### src/msc_pkg.sv
// How it works
// - Status-two bits 0 to 4 mirror incoming call, test mode, signal quality, standby and rate indication in that order.
// - A mirrored status bit reads 1 while its modem input is low and 0 while it is high.
// - The five mirrored bits are read-only, ignore writes and always follow the inputs.
// - With status-two bit 5 set, any change on the incoming-call input raises the change event.
// - With status-two bit 6 set, any change on the test-mode input raises the change event.
// - With status-two bit 7 set, a change on signal quality, rate indication or standby raises the change event.
// - Each enabled change event sets the change flag, bit 2 of status one, and pulls the shared pin low.
// - Status-two bits 5 to 7 are writable and read back the last value written.
// - Output register bits 5 to 1 drive in-service, frequency select, standby select, remote and local loopback, 1 driving low.
// - Writing 1 to output bit 0 drives the new-signal output low at once.
// - With output bit 0 cleared, new-signal holds its level until receiver ready goes high, then returns high.
// - Reading status one clears the change flag.
// - While the change flag is set the shared change/transmit-empty pin is low.
// - Change detection feeds the flag only while transmit enable or receive enable is 1.
package msc_pkg;
   localparam int MSC_ADDR_W = 8;
   localparam int MSC_DATA_W = 32;
   localparam int MSC_NUM_STS = 5;
   localparam int MSC_NUM_OUT = 6;
   localparam int MSC_NUM_IEN = 3;
   localparam int MSC_NUM_SYNC = MSC_NUM_STS + 1;

   // Byte offsets
   localparam logic [7:0] MSC_OFF_STATUS_TWO = 8'h00;
   localparam logic [7:0] MSC_OFF_OUTPUT = 8'h04;
   localparam logic [7:0] MSC_OFF_STATUS_ONE = 8'h08;
   localparam logic [7:0] MSC_OFF_CONTROL = 8'h0C;
   localparam logic [7:0] MSC_OFF_IRQ_STS = 8'h10;
   localparam logic [7:0] MSC_OFF_IRQ_MSK = 8'h14;

   // Status-two fields
   localparam int MSC_S2_CALL = 0;
   localparam int MSC_S2_TEST = 1;
   localparam int MSC_S2_QUAL = 2;
   localparam int MSC_S2_STBY = 3;
   localparam int MSC_S2_RATE = 4;
   localparam int MSC_S2_IEN = 5;
   localparam int MSC_IEN_CALL = 0;
   localparam int MSC_IEN_TEST = 1;
   localparam int MSC_IEN_GRP = 2;

   // Output register fields
   localparam int MSC_OUT_NEWSIG = 0;
   localparam int MSC_OUT_LOCAL = 1;
   localparam int MSC_OUT_REMOTE = 2;
   localparam int MSC_OUT_STBY = 3;
   localparam int MSC_OUT_FREQ = 4;
   localparam int MSC_OUT_INSVC = 5;

   // Status-one, control and interrupt fields
   localparam int MSC_S1_CHG = 2;
   localparam int MSC_CTL_TX_ON = 0;
   localparam int MSC_CTL_RX_ON = 2;
   localparam int MSC_IRQ_CHG = 0;
   localparam int MSC_IRQ_NSREL = 1;
   localparam int MSC_NUM_IRQ = 2;

   // Sync index of receiver ready
   localparam int MSC_SYNC_RDY = 5;

   // Reset values
   localparam logic [MSC_NUM_IEN-1:0] MSC_RST_IEN = 3'h0;
   localparam logic [MSC_NUM_OUT-1:0] MSC_RST_OUT = 6'h00;
   localparam logic [1:0] MSC_RST_CTL = 2'h0;
   localparam logic [MSC_NUM_IRQ-1:0] MSC_RST_IRQ = 2'h0;
   localparam logic [MSC_DATA_W-1:0] MSC_RST_RDATA = 32'h0000_0000;
   localparam logic MSC_RST_PIN = 1'h1;

   localparam logic [1:0] MSC_HTRANS_NONSEQ = 2'h2;
endpackage : msc_pkg

### src/msc_change.sv
module msc_change
   import msc_pkg::*;
#(
   parameter int W = MSC_NUM_STS
) (
   input wire logic ref_clk_i,
   input wire logic rst_b_i,
   input wire logic [W-1:0] level_i,
   output logic [W-1:0] change_o
);
   typedef struct packed {
      logic primed;
      logic [W-1:0] prev;
   } msc_change_state_t;

   msc_change_state_t s_q;
   msc_change_state_t s_d;

   if (W < 1) begin : g_chk
      $error("msc_change needs W of at least 1");
   end

   always_comb begin
      s_d = s_q;
      s_d.prev = level_i;
      s_d.primed = 1'b1;
   end

   always_ff @(posedge ref_clk_i or negedge rst_b_i) begin
      if (!rst_b_i) begin
         s_q <= '0;
      end else begin
         s_q <= s_d;
      end
   end

   // No false change from the reset value of the first sample
   assign change_o = s_q.primed ? (level_i ^ s_q.prev) : '0;
endmodule : msc_change

### src/msc_modem_ext.sv
// Local design decisions: the AHB-Lite slave port and the register addresses.
module msc_modem_ext
   import msc_pkg::*;
#(
   parameter int ADDR_W = MSC_ADDR_W
) (
   input wire logic ref_clk_i,
   input wire logic rst_b_i,
   input wire logic hsel_i,
   input wire logic [ADDR_W-1:0] haddr_i,
   input wire logic [1:0] htrans_i,
   input wire logic hwrite_i,
   input wire logic [2:0] hsize_i,
   input wire logic hready_i,
   input wire logic [MSC_DATA_W-1:0] hwdata_i,
   output logic [MSC_DATA_W-1:0] hrdata_o,
   output logic hreadyout_o,
   output logic hresp_o,
   output logic irq_o,
   input wire logic incoming_call_in_b_i,
   input wire logic test_mode_in_b_i,
   input wire logic signal_quality_in_b_i,
   input wire logic standby_indicator_in_b_i,
   input wire logic rate_indication_in_b_i,
   input wire logic receiver_ready_in_b_i,
   input wire logic tx_empty_i,
   output logic terminal_in_service_out_b_o,
   output logic frequency_select_out_b_o,
   output logic select_standby_out_b_o,
   output logic remote_loopback_out_b_o,
   output logic local_loopback_out_b_o,
   output logic new_signal_out_b_o,
   output logic change_or_tx_empty_pin_b_o
);
   typedef struct packed {
      logic wr_pend;
      logic rd_pend;
      logic [7:0] addr;
      logic [MSC_NUM_IEN-1:0] ien;
      logic [MSC_NUM_OUT-1:0] outreg;
      logic newsig_low;
      logic chg_flag;
      logic [1:0] ctl;
      logic [MSC_NUM_IRQ-1:0] irq_sts;
      logic [MSC_NUM_IRQ-1:0] irq_msk;
      logic [MSC_DATA_W-1:0] hrdata;
      logic hready;
      logic hresp;
      logic irq;
      logic [MSC_NUM_OUT-1:0] pin_b;
      logic chg_pin_b;
   } msc_top_state_t;

   msc_top_state_t s_q;
   msc_top_state_t s_d;

   logic [MSC_NUM_SYNC-1:0] raw_lvl;
   logic [MSC_NUM_SYNC-1:0] sync_lvl;
   logic [MSC_NUM_STS-1:0] sts_lvl;
   logic [MSC_NUM_STS-1:0] sts_chg;
   logic [MSC_NUM_STS-1:0] mirror;
   logic rdy_high;
   logic accept;
   logic det_en;
   logic chg_event;
   logic [7:0] wr_addr;
   logic [7:0] wdat;

   if (ADDR_W < 8) begin : g_chk
      $error("msc_modem_ext needs ADDR_W of at least 8");
   end

   // Word-aligned register select
   function automatic logic hit(input logic [7:0] a, input logic [7:0] off);
      hit = (a[7:2] == off[7:2]);
   endfunction : hit

   function automatic logic [MSC_DATA_W-1:0] widen8(input logic [7:0] v);
      widen8 = {24'h00_0000, v};
   endfunction : widen8

   assign raw_lvl = {receiver_ready_in_b_i,
                     rate_indication_in_b_i,
                     standby_indicator_in_b_i,
                     signal_quality_in_b_i,
                     test_mode_in_b_i,
                     incoming_call_in_b_i};

   msc_sync #(
      .W(MSC_NUM_SYNC)
   ) u_sync (
      .ref_clk_i(ref_clk_i),
      .rst_b_i(rst_b_i),
      .async_i(raw_lvl),
      .sync_o(sync_lvl)
   );

   assign sts_lvl = sync_lvl[MSC_NUM_STS-1:0];
   assign rdy_high = sync_lvl[MSC_SYNC_RDY];

   msc_change #(
      .W(MSC_NUM_STS)
   ) u_change (
      .ref_clk_i(ref_clk_i),
      .rst_b_i(rst_b_i),
      .level_i(sts_lvl),
      .change_o(sts_chg)
   );

   // Low input reads as 1, bit order follows the input order
   assign mirror = ~sts_lvl;

   assign accept = hsel_i & hready_i & (htrans_i == MSC_HTRANS_NONSEQ);
   assign det_en = s_q.ctl[0] | s_q.ctl[1];
   assign chg_event = det_en &
      ((sts_chg[MSC_S2_CALL] & s_q.ien[MSC_IEN_CALL]) |
       (sts_chg[MSC_S2_TEST] & s_q.ien[MSC_IEN_TEST]) |
       ((sts_chg[MSC_S2_QUAL] | sts_chg[MSC_S2_STBY] |
         sts_chg[MSC_S2_RATE]) & s_q.ien[MSC_IEN_GRP]));
   assign wr_addr = s_q.addr;
   assign wdat = hwdata_i[7:0];

   always_comb begin
      s_d = s_q;
      s_d.hresp = 1'b0;

      // Read data phase: one wait state, then data and side effects
      if (s_q.rd_pend) begin
         s_d.rd_pend = 1'b0;
         s_d.hready = 1'b1;
         s_d.hrdata = MSC_RST_RDATA;
         if (hit(s_q.addr, MSC_OFF_STATUS_TWO)) begin
            s_d.hrdata = widen8({s_q.ien, mirror});
         end
         if (hit(s_q.addr, MSC_OFF_OUTPUT)) begin
            s_d.hrdata = widen8({2'h0, s_q.outreg});
         end
         if (hit(s_q.addr, MSC_OFF_STATUS_ONE)) begin
            s_d.hrdata = MSC_RST_RDATA;
            s_d.hrdata[MSC_S1_CHG] = s_q.chg_flag;
            s_d.chg_flag = 1'b0;
         end
         if (hit(s_q.addr, MSC_OFF_CONTROL)) begin
            s_d.hrdata = MSC_RST_RDATA;
            s_d.hrdata[MSC_CTL_TX_ON] = s_q.ctl[0];
            s_d.hrdata[MSC_CTL_RX_ON] = s_q.ctl[1];
         end
         if (hit(s_q.addr, MSC_OFF_IRQ_STS)) begin
            s_d.hrdata = widen8({6'h00, s_q.irq_sts});
         end
         if (hit(s_q.addr, MSC_OFF_IRQ_MSK)) begin
            s_d.hrdata = widen8({6'h00, s_q.irq_msk});
         end
      end

      // Write data phase: zero wait states
      if (s_q.wr_pend) begin
         s_d.wr_pend = 1'b0;
         if (hit(wr_addr, MSC_OFF_STATUS_TWO)) begin
            // Mirrored bits stay driven by the inputs
            s_d.ien = wdat[7:MSC_S2_IEN];
         end
         if (hit(wr_addr, MSC_OFF_OUTPUT)) begin
            s_d.outreg = wdat[MSC_NUM_OUT-1:0];
            if (wdat[MSC_OUT_NEWSIG]) begin
               s_d.newsig_low = 1'b1;
            end
         end
         if (hit(wr_addr, MSC_OFF_CONTROL)) begin
            s_d.ctl = {wdat[MSC_CTL_RX_ON], wdat[MSC_CTL_TX_ON]};
         end
         if (hit(wr_addr, MSC_OFF_IRQ_STS)) begin
            s_d.irq_sts = s_q.irq_sts & ~wdat[MSC_NUM_IRQ-1:0];
         end
         if (hit(wr_addr, MSC_OFF_IRQ_MSK)) begin
            s_d.irq_msk = wdat[MSC_NUM_IRQ-1:0];
         end
      end

      // Address phase
      if (accept) begin
         s_d.addr = haddr_i[7:0];
         if (hwrite_i) begin
            s_d.wr_pend = 1'b1;
         end else begin
            s_d.rd_pend = 1'b1;
            s_d.hready = 1'b0;
         end
      end

      // New-signal release once receiver ready is high
      if (!s_d.outreg[MSC_OUT_NEWSIG] && s_q.newsig_low && rdy_high) begin
         s_d.newsig_low = 1'b0;
         s_d.irq_sts[MSC_IRQ_NSREL] = 1'b1;
      end

      // Set wins over read clear and over write-one clear
      if (chg_event) begin
         s_d.chg_flag = 1'b1;
         s_d.irq_sts[MSC_IRQ_CHG] = 1'b1;
      end

      // Pin levels registered from next state
      s_d.pin_b = ~s_d.outreg;
      s_d.pin_b[MSC_OUT_NEWSIG] = ~s_d.newsig_low;
      s_d.chg_pin_b = ~(s_d.chg_flag | tx_empty_i);
      s_d.irq = |(s_d.irq_sts & s_d.irq_msk);
   end

   always_ff @(posedge ref_clk_i or negedge rst_b_i) begin
      if (!rst_b_i) begin
         s_q.wr_pend <= 1'b0;
         s_q.rd_pend <= 1'b0;
         s_q.addr <= 8'h00;
         s_q.ien <= MSC_RST_IEN;
         s_q.outreg <= MSC_RST_OUT;
         s_q.newsig_low <= 1'b0;
         s_q.chg_flag <= 1'b0;
         s_q.ctl <= MSC_RST_CTL;
         s_q.irq_sts <= MSC_RST_IRQ;
         s_q.irq_msk <= MSC_RST_IRQ;
         s_q.hrdata <= MSC_RST_RDATA;
         s_q.hready <= 1'b1;
         s_q.hresp <= 1'b0;
         s_q.irq <= 1'b0;
         s_q.pin_b <= {MSC_NUM_OUT{MSC_RST_PIN}};
         s_q.chg_pin_b <= MSC_RST_PIN;
      end else begin
         s_q <= s_d;
      end
   end

   assign hrdata_o = s_q.hrdata;
   assign hreadyout_o = s_q.hready;
   assign hresp_o = s_q.hresp;
   assign irq_o = s_q.irq;
   assign terminal_in_service_out_b_o = s_q.pin_b[MSC_OUT_INSVC];
   assign frequency_select_out_b_o = s_q.pin_b[MSC_OUT_FREQ];
   assign select_standby_out_b_o = s_q.pin_b[MSC_OUT_STBY];
   assign remote_loopback_out_b_o = s_q.pin_b[MSC_OUT_REMOTE];
   assign local_loopback_out_b_o = s_q.pin_b[MSC_OUT_LOCAL];
   assign new_signal_out_b_o = s_q.pin_b[MSC_OUT_NEWSIG];
   assign change_or_tx_empty_pin_b_o = s_q.chg_pin_b;
endmodule : msc_modem_ext

### src/msc_sync.sv
module msc_sync
   import msc_pkg::*;
#(
   parameter int W = MSC_NUM_SYNC
) (
   input wire logic ref_clk_i,
   input wire logic rst_b_i,
   input wire logic [W-1:0] async_i,
   output logic [W-1:0] sync_o
);
   typedef struct packed {
      logic [W-1:0] s1;
      logic [W-1:0] s2;
   } msc_sync_state_t;

   msc_sync_state_t s_q;
   msc_sync_state_t s_d;

   if (W < 1) begin : g_chk
      $error("msc_sync needs W of at least 1");
   end

   // Idle modem lines sit high
   always_comb begin
      s_d = s_q;
      s_d.s1 = async_i;
      s_d.s2 = s_q.s1;
   end

   always_ff @(posedge ref_clk_i or negedge rst_b_i) begin
      if (!rst_b_i) begin
         s_q <= '1;
      end else begin
         s_q <= s_d;
      end
   end

   assign sync_o = s_q.s2;
endmodule : msc_sync
### config.mk
export PLATFORM = sky130hd
export DESIGN_NAME = msc_modem_ext
export DESIGN_NICKNAME = d
export VERILOG_FILES = /design/src/msc_pkg.sv /design/src/msc_change.sv /design/src/msc_modem_ext.sv /design/src/msc_sync.sv
export SDC_FILE = /design/constraint.sdc
export NUM_CORES = 1
export LEC_CHECK = 0
export BUFFER_PORTS_ARGS = -buffer_cell sky130_fd_sc_hd__buf_2
export CORE_ASPECT_RATIO = 0.7
export CORE_UTILIZATION = 40
export CTS_CLUSTER_DIAMETER = 80
export DETAILED_ROUTE_END_ITERATION = 7
export PLACE_DENSITY = 0.63
export SKIP_CTS_REPAIR_TIMING = 1
export SLEW_MARGIN = 20
export SYNTH_ARGS = -nofsm -noshare
export SYNTH_HDL_FRONTEND = slang
export SYNTH_SLANG_ARGS = --single-unit
### constraint.sdc
create_clock -name ref_clk_i -period 2.6 [get_ports ref_clk_i]
set_input_delay 0.52 -clock ref_clk_i [delete_from_list [all_inputs] [get_ports ref_clk_i]]
set_output_delay 0.52 -clock ref_clk_i [all_outputs]
set_load 0.005 [all_outputs]
==> flow_metrics.tcl <==
set metrics [dict create \
    result_of_the_run "complete, but fails checks" \
    violated_checks "DRC" \
    dominant_cells_by_area_after_synthesis "sky130_fd_sc_hd__dfrtp_1, sky130_fd_sc_hd__dfstp_2, sky130_fd_sc_hd__buf_4" \
    fraction_of_final_layout_cells_sized_beyond_drive_strength_1 0.3712 \
    setup_viol_count_final 0 \
    yosys_warnings 0 \
    nNetsFinal 316 \
    setup-tns-final_ns 0 \
    critical_path.startpoint_type "register" \
    multi_input_area_um2 838.3 \
    design_area_um2 2972 \
    post_synth_mux_area_share 0.08329 \
    most_common_flop_cell_mapped_by_yosys "sky130_fd_sc_hd__dfrtp_1" \
    count_of_vias_placed_by_the_detailed_router 1600 \
    initial_utilization 0.4161 \
    synth-simple-area-share 0.08955 \
    length_of_the_first_detailed_routing_pass_in_iterations 7 \
    route.final.wire_length_um 4569 \
    synth-seq-area-share 0.5874 \
    finalCriticalPeriod_ns 2.217 \
    die_area_um2 6828 \
    cts.htree.levels 3 \
    max_clock_freq_ghz 0.4510 \
    grt_overflow 0 \
    timing_max_transition_violations_final 0 \
    ys_seq_elements 60 \
    ys_types 44 \
    cts_num_sinks 60 \
    final-seq-area_um2 1526 \
    seq_power_share 0.495 \
    filler_cell_count 603 \
    worst_skew_pair.late_latency_ns 0.34 \
    power-per-cell-area_nw_per_um2 752.2 \
    clk_transition_reported_paths_ns 0.06 \
    flow.area_growth_from_synthesis_pct 14.35 \
    power_leakage_nw 1.386 \
    crit_fanout 9 \
    r2r.worst_path.cells 4 \
    min-delay-path-class "input port to asynchronous set/reset pin" \
    grt_max_degree 61 \
    critical_path_class "register to register" \
    cts-root-to-sink-buffers 2 \
    gp_congestion 0.7604 \
    tritoncts_clock_tree "built" \
    synth_compound_gate_area_share 0.09533 \
    grt_first_pass_wirelength_um 7431 \
    root_buffer "sky130_fd_sc_hd__clkbuf_8" \
    internal_power_mw 1.676 \
    fraction_of_power_consumed_by_the_clock_network 0.394 \
    finalClockSkew_ns 0.004829 \
    switching_part_of_the_total_power 0.2500 \
    worst_setup_path_end_kind "register" \
    cts-buffers-inserted 9 \
    netlist.top_cell.by_area "sky130_fd_sc_hd__dfrtp_1" \
    buffer_ports.inserted 44 \
    required_ns 2.82 \
    coreArea_um2 6246 \
    combinational_power_share 0.112 \
    std_cell_rows 24 \
    ir_drop_v 0.0003184 \
    synth_xor_area_frac 0.01685 \
    dieHeight_um 69.44 \
    routed_wire_length_per_instance_um 13.36 \
    min_period_over_period 0.8528 \
    syn-mean-instance-area_um2 12.03 \
    number_of_inserted_diodes 0 \
    antenna_left 0 \
    iteration_0_drc_markers 83 \
    io-pin-count 99 \
    synth_enable_flop_cells 0 \
    drv_cap 0 \
    grt_util_all_layers 0.1482 \
    asyncSetResetFlopFracSynth 1.000 \
    via_per_inst 4.678 \
    remaining_drc_errors 9 \
    synthesis.area_um2 2599 \
    postSynthCellCount 216 \
    dpl.hpwl_um 3292 \
    rsz0062_at_grt "false" \
    placedInstanceArea_um2 2763 \
    synth.top_cell.area_share 0.3852 \
    antenna_found_initial 0 \
    synthAdderAreaFrac 0 \
    die_w_um 98.34 \
    number_of_global_route_vias_before_repair 1496 \
    final_hold_viol_count 0 \
    power.net_switching_uw 558.7 \
    dominant_combinational_cell_family_by_area_after_synthesis "buffers and inverters" \
    crit_arrival_ns 2.44 \
]
[logic make-up (layout without fill, tap and decap cells)]
family	Yosys count	after routing
other	2	26
xor gates and xnor gates	5	5
and+or+nand+nor	46	46
DFF	60	60
buffers and inverters	51	75
muxes	20	20
AOI/OAI and AO/OA	32	32
[Yosys cell counts, types with 5 or more instances]
cell	n
sky130_fd_sc_hd__xor2_1	5
sky130_fd_sc_hd__nand2_1	15
sky130_fd_sc_hd__inv_1	12
sky130_fd_sc_hd__dfstp_2	20
sky130_fd_sc_hd__buf_4	33
sky130_fd_sc_hd__o21ai_0	7
sky130_fd_sc_hd__mux2i_1	7
sky130_fd_sc_hd__nor2_1	10
sky130_fd_sc_hd__dfrtp_1	40
sky130_fd_sc_hd__mux2_2	13
[cell type report]
| cell class | instances | share of cell area |
|---|---|---|
| clock buffers | 11 | 0.04421 |
| clock inverters | 5 | 0.02611 |
| inverters | 12 | 0.01516 |
| multi-input cells | 129 | 0.2821 |
| flip-flops and latches | 60 | 0.5137 |
| well taps | 78 | 0.03284 |
| repair buffers | 47 | 0.08589 |
[placed cells by master (no fill, tap or decap), drive strengths merged, types with 2 or more instances in the layout]
cell type and n:
nand4 2, nand3 4, a22o 2, nand2 15
inv 12, clkbuf 11, o2bb2ai 3, xor2 5
conb 26, o31ai 4, o41a 2, buf 47
mux2 13, dfrtp 40, bufinv 2, nor3 5
dfstp 20, a31oi 2, mux2i 7, nor2b 2
or2 2, nor2 10, clkinv 2, o21ai 7
[worst max-delay path, stage by stage (launching register included)]
cell and delay, ns:
sky130_fd_sc_hd__dfrtp_1 0.41, sky130_fd_sc_hd__or4b_1 0.73, sky130_fd_sc_hd__nor3_1 0.33, sky130_fd_sc_hd__mux2_2 0.39, sky130_fd_sc_hd__a32o_1 0.24
[state kept, by name, summed over array words and instances (netlist names), 6 cells and up]
signal and count:
s_q 19, u_sync.sync_o 6, wr_addr 6, hrdata_o 8, u_change.s_q 6, u_sync.s_d 6
[routing by layer]
metal	GRT usage	share of wire	vias to the layer above
met5	0	0	-
met4	0.04975	0.0061	0
met3	0.06754	0.079	4
met2	0.1854	0.39	64
met1	0.2224	0.53	760
li1	-	-	772
[worst paths after layout]
check | startpoint | end | slack [ns]
max in group asynchronous | rst_b_i | local_loopback_out_b_o$_DFF_PN1_ | 2.11
hold / removal | rst_b_i | u_change.s_q[2]$_DFF_PN0_ | 0.18
setup reg to reg | wr_addr[5]$_DFFE_PN0P_ | irq_o$_DFF_PN0_ | 0.38
hold reg to reg | u_sync.s_d[4]$_DFF_PN1_ | u_sync.sync_o[4]$_DFF_PN1_ | 0.36
setup / recovery | wr_addr[5]$_DFFE_PN0P_ | irq_o$_DFF_PN0_ | 0.38
min in group ref_clk_i | receiver_ready_in_b_i | u_sync.s_d[5]$_DFF_PN1_ | 0.28
[stage by stage]
step,std cells,power [mW],setup WS (ns),hold WS [ns],utilization
3_3_place_gp,326,1.362,0.4080,0.3455,0.4423
2_1_floorplan,240,1.299,0.6040,0.2244,-
4_1_cts,342,2.265,0.4068,0.1766,0.4758
5_1_grt,342,2.346,0.2744,0.2106,0.4758
6_report,342,2.235,0.3828,0.1793,0.4758
3_5_place_dp,326,1.370,0.4158,0.3468,0.4423
[power by group through the flow]
stage,Combinational (mW),Sequential [mW],Clock [mW]
2_1_floorplan,0.216,1.08,0
3_3_place_gp,0.244,1.12,0
3_5_place_dp,0.250,1.12,0
4_1_cts,0.252,1.10,0.909
5_1_grt,0.280,1.12,0.949
6_report,0.250,1.11,0.880
Power figures use the tool's default switching activity.
